`src/core/mbc_pkg.sv`:
```
// Package of register offsets, field layouts and codes for the bias and channel 1 config bank.
package mbc_pkg;
  localparam logic [7:0] BIAS_FS_OFFSET = 8'h3b;
  localparam logic [7:0] CH1_IN_OFFSET = 8'h3c;
  localparam logic [7:0] BIAS_FS_RESET = 8'h00;
  localparam logic [7:0] CH1_IN_RESET = 8'h00;
  localparam logic [7:0] BIAS_FS_WMASK = 8'h73;
  localparam logic [7:0] CH1_IN_WMASK = 8'hfd;
  localparam int BIAS_LSB = 4;
  localparam int FS_LSB = 0;
  localparam int TYPE_BIT = 7;
  localparam int SRC_LSB = 5;
  localparam int COUPLE_BIT = 4;
  localparam int IMP_LSB = 2;
  localparam int RGE_BIT = 0;
  localparam int RGM_SEL_BIT = 3;
  localparam logic [2:0] BIAS_VREF = 3'h0;
  localparam logic [2:0] BIAS_VREF_SCALED = 3'h1;
  localparam logic [2:0] BIAS_ANALOG_SUPPLY = 3'h6;
  localparam logic [1:0] FS_2V75 = 2'h0;
  localparam logic [1:0] FS_2V5 = 2'h1;
  localparam logic [1:0] FS_1V375 = 2'h2;
  localparam logic [1:0] SRC_DIFF = 2'h0;
  localparam logic [1:0] SRC_SINGLE = 2'h1;
  localparam logic [1:0] SRC_DENSITY = 2'h2;
  localparam logic [1:0] IMP_2K5 = 2'h0;
  localparam logic [1:0] IMP_10K = 2'h1;
  localparam logic [1:0] IMP_20K = 2'h2;
endpackage

```
`src/core/mbc_decode.sv`:
```
// Field decoder that turns the stored register bytes into one-hot analog steering controls.
`timescale 1ns/100ps
module mbc_decode (
  input wire logic [7:0] bias_reg_i, // Stored bias and full-scale byte
  input wire logic [7:0] ch1_reg_i, // Stored channel 1 input byte
  input wire logic range_gain_mode_i, // Range or gain selector from the mode register
  output logic [2:0] bias_sel_o, // One-hot: reference, scaled reference, analog supply
  output logic [2:0] fs_sel_o, // One-hot: 2.75 V, 2.5 V, 1.375 V
  output logic [2:0] src_sel_o, // One-hot: differential, single-ended, density
  output logic [2:0] imp_sel_o, // One-hot: 2.5k, 10k, 20k
  output logic dc_couple_o, // DC coupling applied to the analog path
  output logic range_enh_o, // Range enhancer active
  output logic auto_gain_o // Automatic gain active
);
  wire logic [2:0] bias_code = bias_reg_i[mbc_pkg::BIAS_LSB +: 3];
  wire logic [1:0] fs_code = bias_reg_i[mbc_pkg::FS_LSB +: 2];
  wire logic [1:0] src_code = ch1_reg_i[mbc_pkg::SRC_LSB +: 2];
  wire logic [1:0] imp_code = ch1_reg_i[mbc_pkg::IMP_LSB +: 2];
  wire logic analog_src = (src_code == mbc_pkg::SRC_DIFF) || (src_code == mbc_pkg::SRC_SINGLE);
  wire logic rge_on = ch1_reg_i[mbc_pkg::RGE_BIT];

  // Reserved codes leave every select of their group low.
  assign bias_sel_o = {bias_code == mbc_pkg::BIAS_ANALOG_SUPPLY,
                       bias_code == mbc_pkg::BIAS_VREF_SCALED,
                       bias_code == mbc_pkg::BIAS_VREF};
  assign fs_sel_o = {fs_code == mbc_pkg::FS_1V375,
                     fs_code == mbc_pkg::FS_2V5,
                     fs_code == mbc_pkg::FS_2V75};
  assign src_sel_o = {src_code == mbc_pkg::SRC_DENSITY,
                      src_code == mbc_pkg::SRC_SINGLE,
                      src_code == mbc_pkg::SRC_DIFF};
  // Coupling and impedance only steer an analog source.
  assign imp_sel_o = analog_src ? {imp_code == mbc_pkg::IMP_20K,
                                   imp_code == mbc_pkg::IMP_10K,
                                   imp_code == mbc_pkg::IMP_2K5} : 3'h0;
  assign dc_couple_o = analog_src && ch1_reg_i[mbc_pkg::COUPLE_BIT];
  assign range_enh_o = rge_on && !range_gain_mode_i;
  assign auto_gain_o = rge_on && range_gain_mode_i;
endmodule

```
`src/core/mbc_bank.sv`:
```
// Register bank holding the microphone bias, full-scale and channel 1 input settings.
`timescale 1ns/100ps
module mbc_bank (
  input wire logic ref_clk_i, // Control clock, 20 MHz
  input wire logic srst_i, // Synchronous reset, active high
  input wire logic [7:0] page_i, // Current register page
  input wire logic [7:0] addr_i, // Register address within the page
  input wire logic wr_en_i, // Write strobe, one cycle
  input wire logic [7:0] wr_data_i, // Write data
  input wire logic rd_en_i, // Read strobe, one cycle
  input wire logic [7:0] range_gain_mode_reg_i, // Mode register byte from elsewhere
  output logic [7:0] rd_data_o, // Read data, valid the cycle after rd_en_i
  output logic rd_valid_o, // Read data valid pulse
  output logic [2:0] bias_level_select_o, // One-hot bias source
  output logic [2:0] converter_full_scale_select_o, // One-hot full-scale reference
  output logic ch_one_input_type_o, // 0 microphone, 1 line
  output logic [2:0] ch_one_source_select_o, // One-hot input source
  output logic ch_one_coupling_select_o, // DC coupling active
  output logic [2:0] ch_one_impedance_select_o, // One-hot input impedance
  output logic range_enhancer_o, // Range enhancer enable
  output logic auto_gain_control_o // Automatic gain enable
);
  logic [7:0] bias_reg;
  logic [7:0] ch1_reg;
  logic [2:0] bias_sel;
  logic [2:0] fs_sel;
  logic [2:0] src_sel;
  logic [2:0] imp_sel;
  logic dc_couple;
  logic range_enh;
  logic auto_gain;

  // ----------------------------------------
  // Address decode
  // ----------------------------------------
  wire logic page_zero = (page_i == 8'h00);
  wire logic hit_bias = page_zero && (addr_i == mbc_pkg::BIAS_FS_OFFSET);
  wire logic hit_ch1 = page_zero && (addr_i == mbc_pkg::CH1_IN_OFFSET);
  wire logic [7:0] next_bias = wr_data_i & mbc_pkg::BIAS_FS_WMASK;
  wire logic [7:0] next_ch1 = wr_data_i & mbc_pkg::CH1_IN_WMASK;
  wire logic [7:0] next_rd_data = hit_bias ? bias_reg : (hit_ch1 ? ch1_reg : 8'h00);
  wire logic gain_mode_bit = range_gain_mode_reg_i[mbc_pkg::RGM_SEL_BIT];
  wire logic range_gain_on = ch1_reg[mbc_pkg::RGE_BIT];

  // ----------------------------------------
  // Storage
  // ----------------------------------------
  always_ff @(posedge ref_clk_i) begin
    if (srst_i) begin
      bias_reg <= mbc_pkg::BIAS_FS_RESET;
    end else if (wr_en_i && hit_bias) begin
      bias_reg <= next_bias;
    end
  end

  always_ff @(posedge ref_clk_i) begin
    if (srst_i) begin
      ch1_reg <= mbc_pkg::CH1_IN_RESET;
    end else if (wr_en_i && hit_ch1) begin
      ch1_reg <= next_ch1;
    end
  end

  // ----------------------------------------
  // Read port
  // ----------------------------------------
  // A read in the same cycle as a write to that register returns the value held before it.
  always_ff @(posedge ref_clk_i) begin
    if (srst_i) begin
      rd_data_o <= 8'h00;
      rd_valid_o <= 1'b0;
    end else begin
      rd_data_o <= rd_en_i ? next_rd_data : 8'h00;
      rd_valid_o <= rd_en_i;
    end
  end

  // ----------------------------------------
  // Field decode
  // ----------------------------------------
  mbc_decode u_decode (
    .bias_reg_i(bias_reg),
    .ch1_reg_i(ch1_reg),
    .range_gain_mode_i(gain_mode_bit),
    .bias_sel_o(bias_sel),
    .fs_sel_o(fs_sel),
    .src_sel_o(src_sel),
    .imp_sel_o(imp_sel),
    .dc_couple_o(dc_couple),
    .range_enh_o(range_enh),
    .auto_gain_o(auto_gain)
  );

  // Outputs are registered so the analog controls change glitch-free.
  always_ff @(posedge ref_clk_i) begin
    if (srst_i) begin
      bias_level_select_o <= 3'h0;
      converter_full_scale_select_o <= 3'h0;
      ch_one_input_type_o <= 1'b0;
      ch_one_source_select_o <= 3'h0;
      ch_one_coupling_select_o <= 1'b0;
      ch_one_impedance_select_o <= 3'h0;
      range_enhancer_o <= 1'b0;
      auto_gain_control_o <= 1'b0;
    end else begin
      bias_level_select_o <= bias_sel;
      converter_full_scale_select_o <= fs_sel;
      ch_one_input_type_o <= ch1_reg[mbc_pkg::TYPE_BIT];
      ch_one_source_select_o <= src_sel;
      ch_one_coupling_select_o <= dc_couple;
      ch_one_impedance_select_o <= imp_sel;
      range_enhancer_o <= range_enh;
      auto_gain_control_o <= auto_gain;
    end
  end
endmodule

```
`config.mk`:
```
export PLATFORM = sky130hd
export DESIGN_NAME = mbc_bank
export DESIGN_NICKNAME = d
export VERILOG_FILES = /design/src/core/mbc_pkg.sv /design/src/core/mbc_decode.sv /design/src/core/mbc_bank.sv
export SDC_FILE = /design/constraint.sdc
export NUM_CORES = 1
export LEC_CHECK = 0
export BUFFER_PORTS_ARGS = -buffer_cell sky130_fd_sc_hd__buf_2
export CAP_MARGIN = 20
export CELL_PAD_IN_SITES_DETAIL_PLACEMENT = 0
export CELL_PAD_IN_SITES_GLOBAL_PLACEMENT = 1
export CORE_MARGIN = 5
export CORE_UTILIZATION = 35
export CTS_CLUSTER_SIZE = 20
export DETAILED_ROUTE_END_ITERATION = 10
export GPL_ROUTABILITY_DRIVEN = 0
export PLACE_DENSITY_LB_ADDON = 0.1
export SLEW_MARGIN = 20
export SYNTH_ARGS = -nofsm -noshare
export SYNTH_HDL_FRONTEND = slang
export SYNTH_SLANG_ARGS = --single-unit
```
`constraint.sdc`:
```
create_clock -name ref_clk_i -period 2.2 [get_ports ref_clk_i]
set_input_delay 0.22 -clock ref_clk_i [delete_from_list [all_inputs] [get_ports ref_clk_i]]
set_output_delay 0.22 -clock ref_clk_i [all_outputs]
set_load 0.01 [all_outputs]
```
==> flow_metrics.tcl <==
set metrics [dict create \
    drt-pass1-iter-count 4 \
    finalSetupTns_ns 0 \
    outcome "completed" \
    root_buffer "clkbuf_8" \
    ir_drop_mv 0.398 \
    maxCapViolCount 0 \
    rows 22 \
    dpl.hpwl_mm 2.13 \
    wirelength_mm 2.94 \
    synth_simple_gate_area_frac 0.269 \
    post_cts_buffers 0 \
    ctsHoldBuffers 0 \
    antenna_found_initial 0 \
    p_leak_nw 0.729 \
    async_flop_share 0 \
    ant_nets 0 \
    ys.flop_type "dfxtp_1" \
    placed_cell_area_mm2 0.00157 \
    synth-seq-cells 37 \
    final_cells 225 \
    synth_compound_area_frac 0.108 \
    routed_via_density 4.96 \
    cts_tree "built" \
    synth_edf_count 0 \
    synth-seq-area-share 0.570 \
    avgSynthCellArea_um2 10.4 \
    core_region_area_mm2 0.00363 \
    crit_type "input pin to flop" \
    insertion_delay_ns 0.28 \
    grt-ovfl-total 0 \
    synth_top_family_by_area "simple AND/OR/NAND/NOR gates" \
    synth_area_leaders "dfxtp_1 57%, o21ai_0 4.6%, a21oi_1 3.9%" \
    finClkSkew_ns 0.00560 \
    grtUsageTotal 0.125 \
    io_buffers 53 \
    worst_pin_slew_ns 0.513 \
    cts_sinks 37 \
    via_count 1116 \
    synth.largest_area_cell "dfxtp_1" \
    initialDrtViolationCount 38 \
    p_per_area_mw_per_mm2 734 \
    nets 212 \
    synth_fp_nets 161 \
    area_growth_pct 28.0 \
    final.period_utilization 0.609 \
    crit_path_start "addr_i[7]" \
    cts_htree_levels 2 \
    hp-class "input pin to flop" \
    synth_mux_area_frac 0 \
    wire_per_inst_um 13.0 \
    post_cts_resized 0 \
    synthesis.area_mm2 0.00130 \
    dp_cells 217 \
    largest_reg_flops 8 \
    r2r-start "ch1_reg[6]$_SDFFE_PP0P_" \
    drc 0 \
    antenna_cells 0 \
    arrival_ns 1.56 \
    fmax_ghz 0.746 \
    crit_path_start_kind "input pin" \
    rsz0062_at_grt "no" \
    fp.dieW_um 70.9 \
    finalSetupViolCount 0 \
    slew_violations 0 \
    dieArea_mm2 0.00503 \
    dieHeight_um 70.9 \
    start_util 0.357 \
    synth-adder-area-share 0 \
    max-slew-margin-rel 0.658 \
    path_clk_slew_ns 0.07 \
    grt_max_degree 29 \
    synthCells 125 \
    grt_pass1_vias 1062 \
    path_max_fanout 14 \
    min_from "range_gain_mode_reg_i[3]" \
    cp.required_ns 2.42 \
    whs_ns 0.101 \
    grt_pass1_wl_mm 4.94 \
    ios 61 \
    synthXorXnorAreaFrac 0 \
    design_area_mm2 0.00166 \
    hold_viol 0 \
    fin_crit_ns 1.34 \
    clock_path_buffers 2 \
    cts_buffers 5 \
    synth_warnings 0 \
    ys_types 25 \
    drive_gt1_frac 0.356 \
    end_kind "flop" \
    synth_top_cell_area_share 0.570 \
]
[layout make-up]
| cell class | count | area, um2 |
|---|---|---|
| Clock buffer | 6 | 82.6 |
| Timing Repair Buffer | 53 | 265 |
| Fill cell | 360 | 1970 |
| Inverter | 3 | 11.3 |
| Clock inverter | 2 | 13.8 |
| Tap cell | 48 | 60.1 |
| Multi-Input combinational cell | 76 | 489 |
| Sequential cell | 37 | 741 |
[critical path, stage by stage]
cell      delay [ns]
buf_2           0.11
nor4bb_1        0.34
and4_1          0.58
a22oi_1         0.18
nor2_1          0.12
[final timing paths]
path | to | slack, ns | depth (start not counted)
max | rd_data_o[5]$_SDFF_PP0_ | 0.86 | 5
min | range_enhancer_o$_SDFF_PP0_ | 0.10 | 2
max reg2reg | ch_one_impedance_select_o[1]$_SDFF_PP0_ | 1.40 | 1
min reg2reg | ch_one_input_type_o$_SDFF_PP0_ | 0.47 | 1
[kinds of logic after synthesis]
| family | Yosys count |
|---|---|
| AO/OA/AOI/OAI | 26 |
| flip-flops | 37 |
| AND/OR/NAND/NOR | 50 |
| buffers and inverters | 12 |
[routing by layer]
layer,GRT usage,vias to the layer above,share of wire
met2,0.197,47,0.47
li1,-,559,-
met3,0.0554,6,0.091
met1,0.146,504,0.43
met4,0.0585,0,0.016
met5,0,-,0
[stage by stage]
stage / util / total power (W) / setup slack (ns)
after floorplan: - / 0.000716 / 0.984
after global placement: 0.431 / 0.000754 / 0.629
after detailed placement: 0.431 / 0.000755 / 0.568
after CTS: 0.458 / 0.00124 / 0.870
after global routing: 0.458 / 0.00127 / 0.682
final: 0.458 / 0.00122 / 0.860
[layout by cell type, fill, tap and decap left out, types with 4 or more instances in the layout]
| cell type | netlist | final |
|---|---|---|
| buf_2 | 1 | 53 |
| dfxtp_1 | 37 | 37 |
| nor3b_1 | 4 | 4 |
| a22oi_1 | 4 | 4 |
| o21ai_0 | 12 | 12 |
| a21oi_1 | 10 | 10 |
| clkbuf_8 | 0 | 6 |
| nor4bb_1 | 4 | 4 |
| and3_1 | 4 | 4 |
| nor2_1 | 8 | 8 |
| nand3_1 | 10 | 10 |
[Yosys cell counts (2+ instances only)]
library cell  count
nand3_1          10
nor4_4            2
clkbuf_1          5
nor2_1            8
and4_1            2
and3_1            4
nor4_1            2
nand4_1           2
a21oi_1          10
nor4bb_1          4
nor3b_1           4
nor3_1            2
o21ai_0          12
dfxtp_1          37
a22oi_1           4
inv_1             3
nor4b_1           3
nand4b_1          2
nand2b_1          3
[power breakdown]
group          internal (W)  switching [W]   total, W
sequential         0.000674    0.000000867   0.000675
clock              0.000253       0.000228   0.000482
combinational     0.0000283      0.0000360  0.0000642
total              0.000956       0.000265    0.00122
(Power assumes the default switching activity.)
